==> config.mk <==
export PLATFORM = sky130hd
export DESIGN_NAME = swt_watch_timer
export DESIGN_NICKNAME = d
export VERILOG_FILES = /design/src/rtl/swt_pkg.sv /design/src/rtl/swt_watch_timer.sv
export SDC_FILE = /design/constraint.sdc
export NUM_CORES = 1
export LEC_CHECK = 0
export ABC_AREA = 1
export BUFFER_PORTS_ARGS = -buffer_cell sky130_fd_sc_hd__buf_4
export CORE_UTILIZATION = 40
export DETAILED_ROUTE_END_ITERATION = 10
export PLACE_DENSITY = 0.78
export SYNTH_ARGS = -nofsm -noshare
export SYNTH_HDL_FRONTEND = slang
export SYNTH_SLANG_ARGS = --single-unit
==> constraint.sdc <==
create_clock -name pclk -period 2.1 [get_ports pclk]
set_clock_uncertainty 0.05 [all_clocks]
set_input_delay 0.21 -clock pclk [delete_from_list [all_inputs] [get_ports pclk]]
set_output_delay 0.21 -clock pclk [all_outputs]
set_load 0.02 [all_outputs]
==> src/rtl/swt_pkg.sv <==
// constants, register map and field layout of the subclock watch timer
//
// Contract
// - 15-bit free-running up counter, one step per subclock cycle, wraps.
// - counter always runs from the subclock, whatever the machine clock is; here it is a pclk register and stops with pclk.
// - 3-bit interval select picks 2^8 to 2^15 subclock cycles.
// - interval flag sets when the selected counter bit carries out.
// - request raised while interval flag and interval enable are both 1.
// - writing 0 to the flag clears it; writing 1 does nothing.
// - writing 0 to the clear bit zeroes the counter; it reads as 1.
// - watchdog clock select: 0 gives watch tap, 1 gives timebase output.
// - settled bit reads 0 during the 2^14-cycle wait, 1 after it.
// - taps: 2^14 to the wait timer; 2^10/2^13/2^14/2^15 to the watchdog.
// - request drives one fixed vector, never an automatic service transfer.
// - counter clears on power-on reset, stop-mode entry and software clear.
// - stop-mode entry clears the interval flag at the same moment.
package swt_pkg;
  // apb byte addresses
  localparam logic [7:0] SWT_ADDR_CTRL = 8'h00;
  localparam logic [7:0] SWT_ADDR_STS = 8'h04;
  localparam logic [7:0] SWT_ADDR_MASK = 8'h08;
  localparam logic [7:0] SWT_ADDR_CNT = 8'h0c;
  // watch_ctrl_reg field positions
  localparam int SWT_B_WATCHDOG_CLOCK_SELECT = 7;
  localparam int SWT_B_SETTLED = 6;
  localparam int SWT_B_IE = 5;
  localparam int SWT_B_FLAG = 4;
  localparam int SWT_B_CLR = 3;
  localparam int SWT_SEL_W = 3;
  // status / mask bits
  localparam int SWT_EV_INTV = 0;
  localparam int SWT_EV_SETTLE = 1;
  localparam int SWT_EV_W = 2;
  // counter geometry
  localparam int SWT_CNT_W = 15;
  localparam int SWT_INTV_BASE = 7;   // code 0 -> bit 7 carries every 2^8
  localparam int SWT_SETTLE_BIT = 13; // carry of bit 13 = 2^14 cycles
  localparam int SWT_OSC_TAP = 13;    // square wave of period 2^14
  localparam int SWT_WD_TAP0 = 9;     // periods 2^10
  localparam int SWT_WD_TAP1 = 12;    // 2^13
  localparam int SWT_WD_TAP2 = 13;    // 2^14
  localparam int SWT_WD_TAP3 = 14;    // 2^15
  // reset values
  localparam logic [SWT_SEL_W-1:0] SWT_SEL_RST = 3'h0;
  localparam logic [SWT_EV_W-1:0] SWT_EV_RST = 2'h0;
endpackage

==> src/rtl/swt_watch_timer.sv <==
// subclock watch interval timer with apb register slave
`timescale 1ns/1ps
module swt_watch_timer
  import swt_pkg::*;
#(
  parameter int CNT_W = SWT_CNT_W
)
(
  // apb slave
  input wire logic pclk,
  input wire logic presetn,
  input wire logic psel,
  input wire logic penable,
  input wire logic pwrite,
  input wire logic [7:0] paddr,
  input wire logic [31:0] pwdata,
  output logic [31:0] prdata,
  output logic pready,
  output logic pslverr,
  // subclock pin and system events
  input wire logic sclk_in,
  input wire logic stop_req,
  // watchdog side
  input wire logic [1:0] wd_tap_sel,
  input wire logic timebase_clk,
  output logic wd_clk,
  output logic osc_wait_clk,
  // interrupts
  output logic interval_req,
  output logic irq
);

  typedef struct packed {
    logic [2:0] sync;
    logic [CNT_W-1:0] cnt;
    logic flag;
    logic ie;
    logic watchdog_clock_select;
    logic [SWT_SEL_W-1:0] sel;
    logic settled;
    logic stop;
    logic [SWT_EV_W-1:0] sts;
    logic [SWT_EV_W-1:0] mask;
    logic [31:0] rdata;
    logic ready;
    logic err;
    logic req;
    logic irq;
    logic osc;
    logic wd;
  } swt_state_t;

  swt_state_t s_q;
  swt_state_t s_d;

  logic tick;
  logic [CNT_W-1:0] cnt_inc;
  logic [CNT_W-1:0] carry;
  logic intv_evt;
  logic settle_evt;
  logic stop_entry;
  logic setup;
  logic wr;
  logic wr_ctrl;
  logic sw_clr;

  function automatic logic wd_tap(input logic [CNT_W-1:0] c,
                                  input logic [1:0] s);
    unique case (s)
      2'h0: wd_tap = c[SWT_WD_TAP0];
      2'h1: wd_tap = c[SWT_WD_TAP1];
      2'h2: wd_tap = c[SWT_WD_TAP2];
      2'h3: wd_tap = c[SWT_WD_TAP3];
    endcase
  endfunction

  function automatic logic addr_ok(input logic [7:0] a);
    addr_ok = (a == SWT_ADDR_CTRL) || (a == SWT_ADDR_STS) ||
              (a == SWT_ADDR_MASK) || (a == SWT_ADDR_CNT);
  endfunction

  ////////////////////////////////////////////////////////////////////////////
  // event decode

  // sync[0] feeds only sync[1]; the edge is taken between sync[1] and sync[2]
  assign tick = s_q.sync[1] & ~s_q.sync[2];
  assign cnt_inc = s_q.cnt + {{(CNT_W-1){1'b0}}, 1'b1};
  // a bit carries out when it falls on an increment
  assign carry = tick ? (s_q.cnt & ~cnt_inc) : '0;
  assign intv_evt = carry[SWT_INTV_BASE + int'(s_q.sel)];
  assign settle_evt = ~s_q.settled & carry[SWT_SETTLE_BIT];
  assign stop_entry = stop_req & ~s_q.stop;
  assign setup = psel & ~penable;
  assign wr = psel & penable & pwrite & s_q.ready & ~s_q.err;
  assign wr_ctrl = wr && (paddr == SWT_ADDR_CTRL);
  assign sw_clr = wr_ctrl & ~pwdata[SWT_B_CLR];

  ////////////////////////////////////////////////////////////////////////////
  // next state

  always_comb
  begin
    s_d = s_q;
    s_d.sync = {s_q.sync[1:0], sclk_in};
    s_d.stop = stop_req;
    // counter
    if (tick)
    begin
      s_d.cnt = cnt_inc;
    end
    if (sw_clr || stop_entry)
    begin
      s_d.cnt = '0;
    end
    // control fields
    if (wr_ctrl)
    begin
      s_d.watchdog_clock_select = pwdata[SWT_B_WATCHDOG_CLOCK_SELECT];
      s_d.ie = pwdata[SWT_B_IE];
      s_d.sel = pwdata[SWT_SEL_W-1:0];
      if (!pwdata[SWT_B_FLAG])
      begin
        s_d.flag = 1'b0;
      end
    end
    // a carry in the cycle of a software clear still sets the flag
    if (intv_evt)
    begin
      s_d.flag = 1'b1;
    end
    if (stop_entry)
    begin
      s_d.flag = 1'b0;
      s_d.settled = 1'b0;
    end
    else if (settle_evt)
    begin
      s_d.settled = 1'b1;
    end
    // sticky status, write one to clear, set wins
    if (wr && (paddr == SWT_ADDR_STS))
    begin
      s_d.sts = s_q.sts & ~pwdata[SWT_EV_W-1:0];
    end
    if (wr && (paddr == SWT_ADDR_MASK))
    begin
      s_d.mask = pwdata[SWT_EV_W-1:0];
    end
    s_d.sts[SWT_EV_INTV] = s_d.sts[SWT_EV_INTV] | intv_evt;
    s_d.sts[SWT_EV_SETTLE] = s_d.sts[SWT_EV_SETTLE] | settle_evt;
    // apb: data and answer prepared in the setup cycle, no wait state
    s_d.ready = setup;
    s_d.err = setup & ~addr_ok(paddr);
    s_d.rdata = '0;
    if (setup && !pwrite)
    begin
      unique case (paddr)
        SWT_ADDR_CTRL:
        begin
          s_d.rdata[SWT_B_WATCHDOG_CLOCK_SELECT] = s_q.watchdog_clock_select;
          s_d.rdata[SWT_B_SETTLED] = s_q.settled;
          s_d.rdata[SWT_B_IE] = s_q.ie;
          s_d.rdata[SWT_B_FLAG] = s_q.flag;
          s_d.rdata[SWT_B_CLR] = 1'b1;
          s_d.rdata[SWT_SEL_W-1:0] = s_q.sel;
        end
        SWT_ADDR_STS: s_d.rdata[SWT_EV_W-1:0] = s_q.sts;
        SWT_ADDR_MASK: s_d.rdata[SWT_EV_W-1:0] = s_q.mask;
        SWT_ADDR_CNT: s_d.rdata[CNT_W-1:0] = s_q.cnt;
        default: s_d.rdata = '0;
      endcase
    end
    // outputs: req changes in the same cycle as flag and ie, the others one register late against their cause
    s_d.req = s_d.flag & s_d.ie;
    s_d.irq = |(s_q.sts & s_q.mask);
    s_d.osc = s_q.cnt[SWT_OSC_TAP];
    // both sources are async to each other; software must clear the dog
    s_d.wd = s_q.watchdog_clock_select ? timebase_clk : wd_tap(s_q.cnt, wd_tap_sel);
  end

  always_ff @(posedge pclk or negedge presetn)
  begin
    if (!presetn)
    begin
      s_q <= '0;
      s_q.sel <= SWT_SEL_RST;
      s_q.sts <= SWT_EV_RST;
      s_q.mask <= SWT_EV_RST;
    end
    else
    begin
      s_q <= s_d;
    end
  end

  assign prdata = s_q.rdata;
  assign pready = s_q.ready;
  assign pslverr = s_q.err;
  assign interval_req = s_q.req;
  assign irq = s_q.irq;
  assign osc_wait_clk = s_q.osc;
  assign wd_clk = s_q.wd;
endmodule

# After elaboration in Yosys (flattened, before gate mapping)
# Index checks and enable logic that the tools add are counted.
# W data, S select, Z words.
# word_totals
regBits	68
latchBits	0
ram_bits	0
romBits	0
input_bits	50
mem_count	0
# classes
addsub	2
multipliers	0
div	0
order_cmp	1
eq_ne	6
shifts	0
muxes	19
bitwise	25
n_reduce_logical	14
# op_table
op	n
$mux W15	4
$eq A8 B4 Y1 const B	2
$add A15 B1 Y15 const B	1
$and A15 B15 Y15	1
$not A15 Y15	1
$pmux W6 S2	1
$and A1 B1 Y1	11
$eq A8 B3 Y1 const B	1
$logic_not A8 Y1	1
$mux W1	8
$pmux W2 S4	1
$mux W7	1
$not A1 Y1	7
$mux W6	1
$lt A4 B5 Y1 const B	1
$add A3 B3 Y4 const A	1
$and A2 B2 Y2	2
$bmux W1 S4	1
$eq A2 B2 Y1 const B	2
$logic_and A1 B1 Y1	4
$logic_or A1 B1 Y1	4
$pmux W1 S4	1
$reduce_bool A2 Y1	2
$eq A2 B1 Y1 const B	1
6 further kinds	7

# Depth between registers and ports, before layout
# Gate-level depths: netlist (run 1).
# depth
ltp_word	10
depth_mapped	18
depth_no_buf	18

# Worst setup path before layout (run 1)
# Ideal clock, no wire load.
# synth_path
path_type	flip-flop to flip-flop
from	reg s_q[50] (netlist name)
to	reg s_q, in the netlist interval_req
setup_time_ns	0.072
arrival_ns	1.859
required_time_ns	1.978
setup_slack_ns	0.120
path_stages_with_launch	17
n_path_buf	0
period_less_slack_ns	1.980
cell_sequence	dfrtp_1 > ha_1 > nand3_1 > nor2_1 > nand3_1 > inv_1 > nand3_1 > nor4_1 > ha_1 > o21ai_0 > nand2_1 > nand3_1 > nand2_1 > nand2_1 > nand3_1 > nand2_1 > nor2_1
# synth_rtl
item	line_no	rtl
from (decl)	swt_watch_timer.sv:53	swt_state_t s_q;

==> results.toml, run 1 <==
[yosys]
synth_cell_types = 33
synthSimpleGateAreaFrac_pct = 25.5
synthAdderAreaFrac_pct = 6.65
synth_edf_count = 0
ys_async_sr_fraction_pct = 100
synth-compound-area-share_pct = 7.49
avgSynthCellArea_um2 = 8.40
postSynthCellCount = 336
syn_area_mm2 = 0.00282
synth_xor_xnor_area_share_pct = 0.310
synth_top_family_by_area = "simple AND/OR/NAND/NOR gates"
yosys_warnings = 0
seq_area_frac_synth_pct = 45.2
synth.area.mux_share_pct = 0.399
ys.flop_type = "dfrtp_1"
synth_seq_cells = 51

[finish]
post-route-util_pct = 52.4
areaGrowthSynthToFinish_pct = 26.1
fin_area_mm2 = 0.00356
multi_input_comb_area_mm2 = 0.00135
regArea_mm2 = 0.00128
final_cell_mix = "nand2_1 (90), buf_4 (68), dfrtp_1 (51)"
final_cells = 491
nets = 459
nFillCells = 610
n_antenna_cell = 0
mostFrequentLayoutCell = "nand2_1"
drive_above_1_share_pct = 28.4

[clock_network]
cts_sinks = 51
root_buffer = "clkbuf_8"
clk_latency_ns = 0.31
cts.clk_slew.worst_paths_ns = 0.09
clockBufferDepth = 2
htreeDepth = 2
cts_made_buffers = 5
cts_tree = "built"

[power_and_ir_drop]
power.density_mw_per_mm2 = 578
ir_drop_uv = 254
total_power_mw = 2.06
p_leak_nw = 1.77

[min_path]
hp-class = "input port to flip-flop"
min_from = "penable"
hold_depth = 2
hold_end = "pslverr"

[global_routing]
first_global_vias = 2181
overflow = 0
track_usage_pct = 16.6
grt_pass1_wl_mm = 9.75
antenna_found_initial = 0
grt_max_degree = 52

[placed_design]
place_ws_ns = -0.152
place_inst = 473
dpl.hpwl_mm = 4.16
dpl-instance-area_mm2 = 0.00319
gp_congestion = 0.853
io_buffers = 45

[floorplanning]
num_io_pins = 88
die_area_mm2 = 0.00739
start_util_pct = 41.5
die_x_um = 86.0
design.core.area_mm2 = 0.00679
rows = 30
die_y_um = 86.0

[routing]
wl_per_cell_um = 12.5
drc_errors = 0
drtIter0Drc = 170
post_drt_via_cell_ratio = 4.72
drtPass1Iterations = 4
ant_nets = 0
routed_wirelength_mm = 6.12
vias = 2317

[sta]
setup_tns_ns = -0.598
finalCritPeriodShare_pct = 110
worst_slew_pin_slew_ns = 0.610
slew_violations = 0
setup_ws_ns = -0.220
whs_ns = 0.0155
period_minus_slack_ns = 2.32
setup_viol = 3
rsz0062_at_grt = "true"
report.final.hold_viol_count = 0
maxSlewHeadroom_pct = 59.3
fmax_ghz = 0.431

[status]
violations = "negative setup slack"
status = "complete, but fails checks"

[critical_path]
crit_path_start_kind = "flip-flop"
crit_required_ns = 2.29
crit_family = "simple AND/OR/NAND/NOR gates"
cp.arrival_ns = 2.51
ff2ff_path_depth = 16
r2r-start = "s_q[50]"
crit_chain = "buf_6 -> buf_6 -> nand3_4 -> nor2_4 -> and3_4 -> nand4_1 -> nor3_2 -> ha_2 -> nand4_1 -> nand2_1 -> nand3_1 -> nand2_1 -> nand2_2 -> nand3_2 -> nand2_2 -> nor2_1"
slowest_delay_ns = 0.46
cp-end-kind = "flip-flop"
r2r_slack_ns = -0.22
critPathKind = "flip-flop to flip-flop"
path_buf_inv = 2
cp_slowest_cell = "dfrtp_1"
r2r_end = "interval_req"
cp_max_fo = 3

[job]
drv_cap = 0
-- report_power, final --
part	internal, mW	switching, mW	total, mW
sequential	0.999	0.0209	1.02
combinational	0.104	0.136	0.240
clock	0.476	0.321	0.797
total	1.58	0.477	2.06
-- synth_stat cells (3+ instances only) --
cell type | instances | area [um2]
ha_1 | 15 | 188
o21ai_0 | 11 | 55.1
buf_4 | 32 | 240
nand2_1 | 93 | 349
inv_1 | 29 | 109
nor3_1 | 6 | 30.0
nor2_1 | 23 | 86.3
nand4_1 | 3 | 18.8
clkbuf_1 | 3 | 11.3
dfrtp_1 | 51 | 1280
nor2_4 | 3 | 33.8
a21oi_1 | 22 | 110
nand3_1 | 20 | 100
-- logic make-up (layout without fill, tap and decap cells) --
logic type,count (synthesis),count (layout)
other,1,17
buffers and inverters,70,113
adder cells (fa/ha/maj),15,15
flip-flops,51,51
XOR/XNOR,1,1
AO/OA/AOI/OAI,38,38
multiplexers,1,1
AND/OR/NAND/NOR,159,159
-- flip-flops by register name, indices dropped and copies added, names as in the netlist --
register,flops
s_q,27
prdata,15
osc_wait_clk,1
wd_clk,1
irq,1
pslverr,1
pready,1
interval_req,1
s_d,3
-- area by class of cell --
class                           count  share of cell area (%)
Multi-Input combinational cell    231                    37.8
Clock buffer                        6                    2.04
Timing Repair Buffer               73                    15.8
Inverter                           32                    3.38
Sequential cell                    51                    35.9
Tap cell                           96                    3.38
Clock inverter                      2                    1.69
-- worst max-delay path by stage --
stage / startpoint / end / slack [ns] / cells after the start
after floorplan: s_q[50] / interval_req / 0.12 / 16
after global placement: s_q[50] / interval_req / -0.1 / 16
after detailed placement: s_q[50] / interval_req / -0.15 / 15
after CTS: s_q[50] / interval_req / -0.09 / 15
after global routing: s_q[50] / interval_req / -0.40 / 16
final: s_q[50] / interval_req / -0.22 / 16
-- what timing repair did --
| action | 4_1_cts | 5_1_grt |
|---|---|---|
| hold buffers | 3 | 0 |
| buffers inserted | 2 | 6 |
| endpoints found under the hold margin | 53 | 0 |
| gates resized for setup | 13 | 21 |
| pin swaps | 7 | 14 |
| setup endpoints to repair | 3 | 6 |
-- metal layers --
| layer | GRT usage (%) | part of all wire, % | vias to the layer above |
|---|---|---|---|
| met2 | 29.2 | 50 | 69 |
| met5 | 0 | 0 | - |
| met1 | 20.5 | 42 | 1091 |
| met3 | 4.33 | 5.9 | 13 |
| met4 | 3.64 | 1.9 | 0 |
| li1 | - | - | 1144 |
(Power assumes the default switching activity.)
==> run 2, diff against run 1 <==
- CELL_PAD_IN_SITES_DETAIL_PLACEMENT: unset -> 1
- CELL_PAD_IN_SITES_GLOBAL_PLACEMENT: unset -> 2
- CORE_UTILIZATION: 40 -> 26
- GPL_TIMING_DRIVEN: unset -> 0
- PLACE_DENSITY: 0.78 -> 0.86
==> run 2 against run 1 <==
Net effect: total power is 2.0% lower; utilization is 16 points lower; worst setup slack better by 0.11 ns; the flow still finishes with violations (negative setup slack); combinational power is 20% higher; first-iteration DRC count is 59% lower; global-route usage is 2.9 points lower; cell area is 6.6% higher; critical path depth is 1 higher; critical endpoint unchanged.
==> results.toml, run 2 (synthesis gave the netlist of run 1 again) <==
[sta]
maxSlewHeadroom_pct = 55.9
rsz0062_at_grt = "true"
setup_tns_ns = -0.244
setup_viol = 3
whs_ns = 0.0310
report.final.hold_viol_count = 0
fmax_ghz = 0.452
slew_violations = 0
period_minus_slack_ns = 2.21
worst_slew_pin_slew_ns = 0.661
finalCritPeriodShare_pct = 105
setup_ws_ns = -0.111

[global_routing]
grt_max_degree = 52
antenna_found_initial = 0
track_usage_pct = 13.7
overflow = 0
grt_pass1_wl_mm = 12.3
first_global_vias = 2523

[routing]
drtPass1Iterations = 4
routed_wirelength_mm = 7.45
vias = 2422
post_drt_via_cell_ratio = 4.33
drc_errors = 0
wl_per_cell_um = 13.3
drtIter0Drc = 70
ant_nets = 0

[power_and_ir_drop]
ir_drop_uv = 332
power.density_mw_per_mm2 = 531
p_leak_nw = 1.91
total_power_mw = 2.01

[clock_network]
cts_tree = "built"
cts_sinks = 51
cts.clk_slew.worst_paths_ns = 0.09
root_buffer = "clkbuf_8"
clk_latency_ns = 0.30
htreeDepth = 2
clockBufferDepth = 2
cts_made_buffers = 5

[finish]
nets = 488
final_cell_mix = "nand2_1 (91), buf_4 (89), dfrtp_1 (48)"
largest_reg_flops = 27
fin_area_mm2 = 0.00379
post-route-util_pct = 36.4
mostFrequentLayoutCell = "nand2_1"
regMostFlops = "s_q"
n_antenna_cell = 0
areaGrowthSynthToFinish_pct = 34.4
drive_above_1_share_pct = 32.8
final_cells = 560
nFillCells = 1259

[floorplanning]
die_y_um = 106
num_io_pins = 88
design.core.area_mm2 = 0.0104
start_util_pct = 27.1
die_x_um = 106
rows = 37
die_area_mm2 = 0.0113

[placed_design]
dpl-instance-area_mm2 = 0.00339
place_inst = 533
place_ws_ns = -0.447
gp_congestion = 0.821
io_buffers = 45
dpl.hpwl_mm = 5.38

[critical_path]
cp_max_fo = 3
crit_required_ns = 2.29
cp.arrival_ns = 2.40
critPathKind = "flip-flop to flip-flop"
crit_path_start_kind = "flip-flop"
cp-end-kind = "flip-flop"

[job]
drv_cap = 0

[status]
violations = "negative setup slack"
status = "complete, but fails checks"

[min_path]
hp-class = "input port to flip-flop"
==> run 2: where the power goes <==
| group | leakage, nW | switching, mW | total, mW | internal [mW] |
|---|---|---|---|---|
| sequential | 0.672 | 0.0164 | 1.02 | 0.999 |
| clock | 0.0612 | 0.325 | 0.711 | 0.386 |
| combinational | 1.17 | 0.152 | 0.288 | 0.136 |
| total | 1.91 | 0.494 | 2.01 | 1.52 |
==> run 2: path summary, 6_finish.rpt <==
path / startpoint / end / slack (ns) / cells past startpoint
worst max register to register: s_q[50] / interval_req / -0.11 / 17
worst max-delay path: s_q[50] / interval_req / -0.11 / 17
max in group asynchronous: presetn / s_q[52] / 1.09 / 2
worst min register to register: s_d[66] / s_d[67] / 0.30 / 0
worst min-delay path: penable / pslverr / 0.03 / 2
min in group asynchronous: presetn / osc_wait_clk / 0.43 / 2
==> run 2: repair_timing <==
| action | CTS | global route |
|---|---|---|
| hold endpoints to repair | 53 | 0 |
| pin swaps | 12 | 12 |
| resized for setup | 23 | 9 |
| buffers inserted | 10 | 6 |
| hold buffers | 3 | 0 |
| setup endpoints to repair | 4 | 5 |
==> run 2: cell type report <==
cell class                      instances  area, um2  area share, %
Buffer                                 38        282           7.43
Clock buffer                            6       82.6           2.18
Clock inverter                          2       35.0          0.924
Inverter                               32        120           3.17
Multi-Input combinational cell        231       1320           34.8
Sequential cell                        51       1280           33.8
Tap cell                              136        170           4.49
Timing Repair Buffer                   64        503           13.3
==> run 2: worst max-delay path: stages, from the launching register on <==
cell	delay, ns
dfrtp_1	0.39
buf_6	0.12
ha_4	0.14
nand3_4	0.09
nor2_4	0.11
nand3_2	0.09
inv_2	0.10
nand3_4	0.09
nor4_4	0.15
ha_2	0.22
o21ai_1	0.07
nand2_1	0.07
nand3_1	0.06
nand2_1	0.09
nand2_2	0.07
nand3_2	0.08
nand2_2	0.06
nor2_1	0.09
==> run 2: per-layer routing <==
layer	global-route usage (%)	up-vias	part of all wire, %
met5	0	-	0
met4	2.88	0	0.76
met3	2.27	6	3.6
met2	24.9	44	52
met1	17.0	1174	44
li1	-	1198	-
==> run 3, diff against run 2 <==
==> constraint.sdc (replaced) <==
create_clock -name pclk -period 2.1 [get_ports pclk]
set_clock_uncertainty 0.05 [all_clocks]
set_input_delay 0.105 -clock pclk [delete_from_list [all_inputs] [get_ports pclk]]
set_output_delay 0.105 -clock pclk [all_outputs]
set_load 0.02 [all_outputs]
==> run 3 against run 2 <==
Net effect: the run still ends with negative setup slack left; register-to-register slack is essentially flat; worst setup slack is essentially flat; die area is the same; sequential power is essentially flat; first-iteration DRC count shrank 2.9%; clock power is essentially flat; global-route usage is essentially flat; largest cell class unchanged; largest power group unchanged.
==> results.toml, run 3 (synthesis gave the netlist of run 1 again) <==
[status]
status = "complete, but fails checks"
violations = "negative setup slack"

[power_and_ir_drop]
total_power_mw = 2.02
pwr-share-clk_pct = 35.2
power.internal_mw = 1.52
power.density_mw_per_mm2 = 528
ir_drop_uv = 332
switchingPower_uw = 495
p_seq_share_pct = 50.3
swShare_pct = 24.5
combPwrFrac_pct = 14.5
p_leak_nw = 1.92

[sta]
setup_tns_ns = -0.244
whs_ns = 0.0161
worst_slew_pin_slew_ns = 0.661
setup_ws_ns = -0.111
period_minus_slack_ns = 2.21
finalCritPeriodShare_pct = 105
fmax_ghz = 0.452
setup_viol = 3
report.final.hold_viol_count = 0
rsz0062_at_grt = "true"
slew_violations = 0
maxSlewHeadroom_pct = 55.9

[critical_path]
crit_family = "simple AND/OR/NAND/NOR gates"
crit_required_ns = 2.29
cp.arrival_ns = 2.40
cp-end-kind = "flip-flop"
cp_max_fo = 3
r2r-start = "s_q[50]"
r2r_slack_ns = -0.11
cp_slowest_cell = "dfrtp_1"
critPathKind = "flip-flop to flip-flop"
crit_path_start_kind = "flip-flop"
slowest_delay_ns = 0.39
ff2ff_path_depth = 17
path_buf_inv = 2
crit_chain = "buf_6 -> ha_4 -> nand3_4 -> nor2_4 -> nand3_2 -> inv_2 -> nand3_4 -> nor4_4 -> ha_2 -> o21ai_1 -> nand2_1 -> nand3_1 -> nand2_1 -> nand2_2 -> nand3_2 -> nand2_2 -> nor2_1"
r2r_end = "interval_req"

[global_routing]
track_usage_pct = 13.8
first_global_vias = 2531
antenna_found_initial = 0
grt_pass1_wl_mm = 12.3
overflow = 0
grt_max_degree = 52

[floorplanning]
start_util_pct = 27.1
die_area_mm2 = 0.0113
num_io_pins = 88
die_y_um = 106
rows = 37
die_x_um = 106
design.core.area_mm2 = 0.0104

[routing]
drtIter0Drc = 68
vias = 2436
routed_wirelength_mm = 7.47
post_drt_via_cell_ratio = 4.33
drc_errors = 0
ant_nets = 0
drtPass1Iterations = 4
wl_per_cell_um = 13.3

[clock_network]
clk_latency_ns = 0.30
cts_made_buffers = 5
htreeDepth = 2
cts_tree = "built"
cts.clk_slew.worst_paths_ns = 0.09
cts_sinks = 51
clockBufferDepth = 2
root_buffer = "clkbuf_8"

[min_path]
hp-class = "input port to flip-flop"
hold_depth = 3
min_from = "psel"
hold_end = "pslverr"

[finish]
final_cells = 563
n_antenna_cell = 0
regArea_mm2 = 0.00128
nets = 491
mostFrequentLayoutCell = "nand2_1"
nFillCells = 1252
areaGrowthSynthToFinish_pct = 35.4
drive_above_1_share_pct = 32.6
regMostFlops = "s_q"
final_cell_mix = "nand2_1 (91), buf_4 (89), dfrtp_1 (48)"
largest_reg_flops = 27
multi_input_comb_area_mm2 = 0.00132

[placed_design]
place_inst = 533
io_buffers = 45
dpl.hpwl_mm = 5.38
gp_congestion = 0.821

[job]
drv_cap = 0
[run 3: changes by cell type in the layout (fill, tap and decap cells not counted)]
cell           previous run  this run
dlygate4sd3_1             3         6
[run 3: final cells by class]
cell class | instances | area share, %
Clock buffer | 6 | 2.16
Tap cell | 136 | 4.45
Sequential cell | 51 | 33.5
Timing Repair Buffer | 67 | 13.9
Multi-Input combinational cell | 231 | 34.5
Clock inverter | 2 | 0.917
Inverter | 32 | 3.14
Buffer | 38 | 7.37
[run 3: worst min-delay path, stage by stage]
cell	delay [ns]
buf_4	0.12
inv_1	0.06
nor3_1	0.05
[run 3: power by group through the flow]
stage	combinational, mW	clock, mW	sequential [mW]
2_1_floorplan	0.113	0	1.04
3_3_place_gp	0.197	0	1.04
3_5_place_dp	0.202	0	1.04
4_1_cts	0.269	0.736	1.02
5_1_grt	0.320	0.769	1.02
6_report	0.293	0.711	1.02
[run 3: worst max-delay path by stage]
| stage | startpoint | end | cells past startpoint |
|---|---|---|---|
| 2_1_floorplan | s_q[50] | interval_req | 16 |
| 3_3_place_gp | s_q[50] | interval_req | 16 |
| 3_5_place_dp | s_q[50] | interval_req | 16 |
| 4_1_cts | s_q[51] | interval_req | 15 |
| 5_1_grt | s_q[50] | interval_req | 19 |
| 6_report | s_q[50] | interval_req | 17 |
[run 3: metal layers]
layer	vias to the layer above	GRT usage, %	routed length (um)
li1	1204	-	-
met1	1182	17.0	3280
met2	44	25.0	3870
met3	6	2.27	262
met4	0	2.88	57
met5	-	0	0
[run 3: metrics by stage]
stage | util (%) | instance area [um2] | setup WS [ns]
floorplan | - | 2880 | 0.120
global placement | 32.5 | 3390 | -0.375
detailed placement | 32.5 | 3390 | -0.447
CTS | 36.0 | 3750 | -0.238
global route | 36.7 | 3820 | -0.296
finish | 36.7 | 3820 | -0.111
[run 3: repair_timing]
action / 4_1_cts / 5_1_grt
setup endpoints to repair: 4 / 5
pin swaps: 12 / 12
buffers inserted: 10 / 6
hold buffers: 6 / 0
resized for setup: 23 / 9
endpoints found under the hold margin: 57 / 0
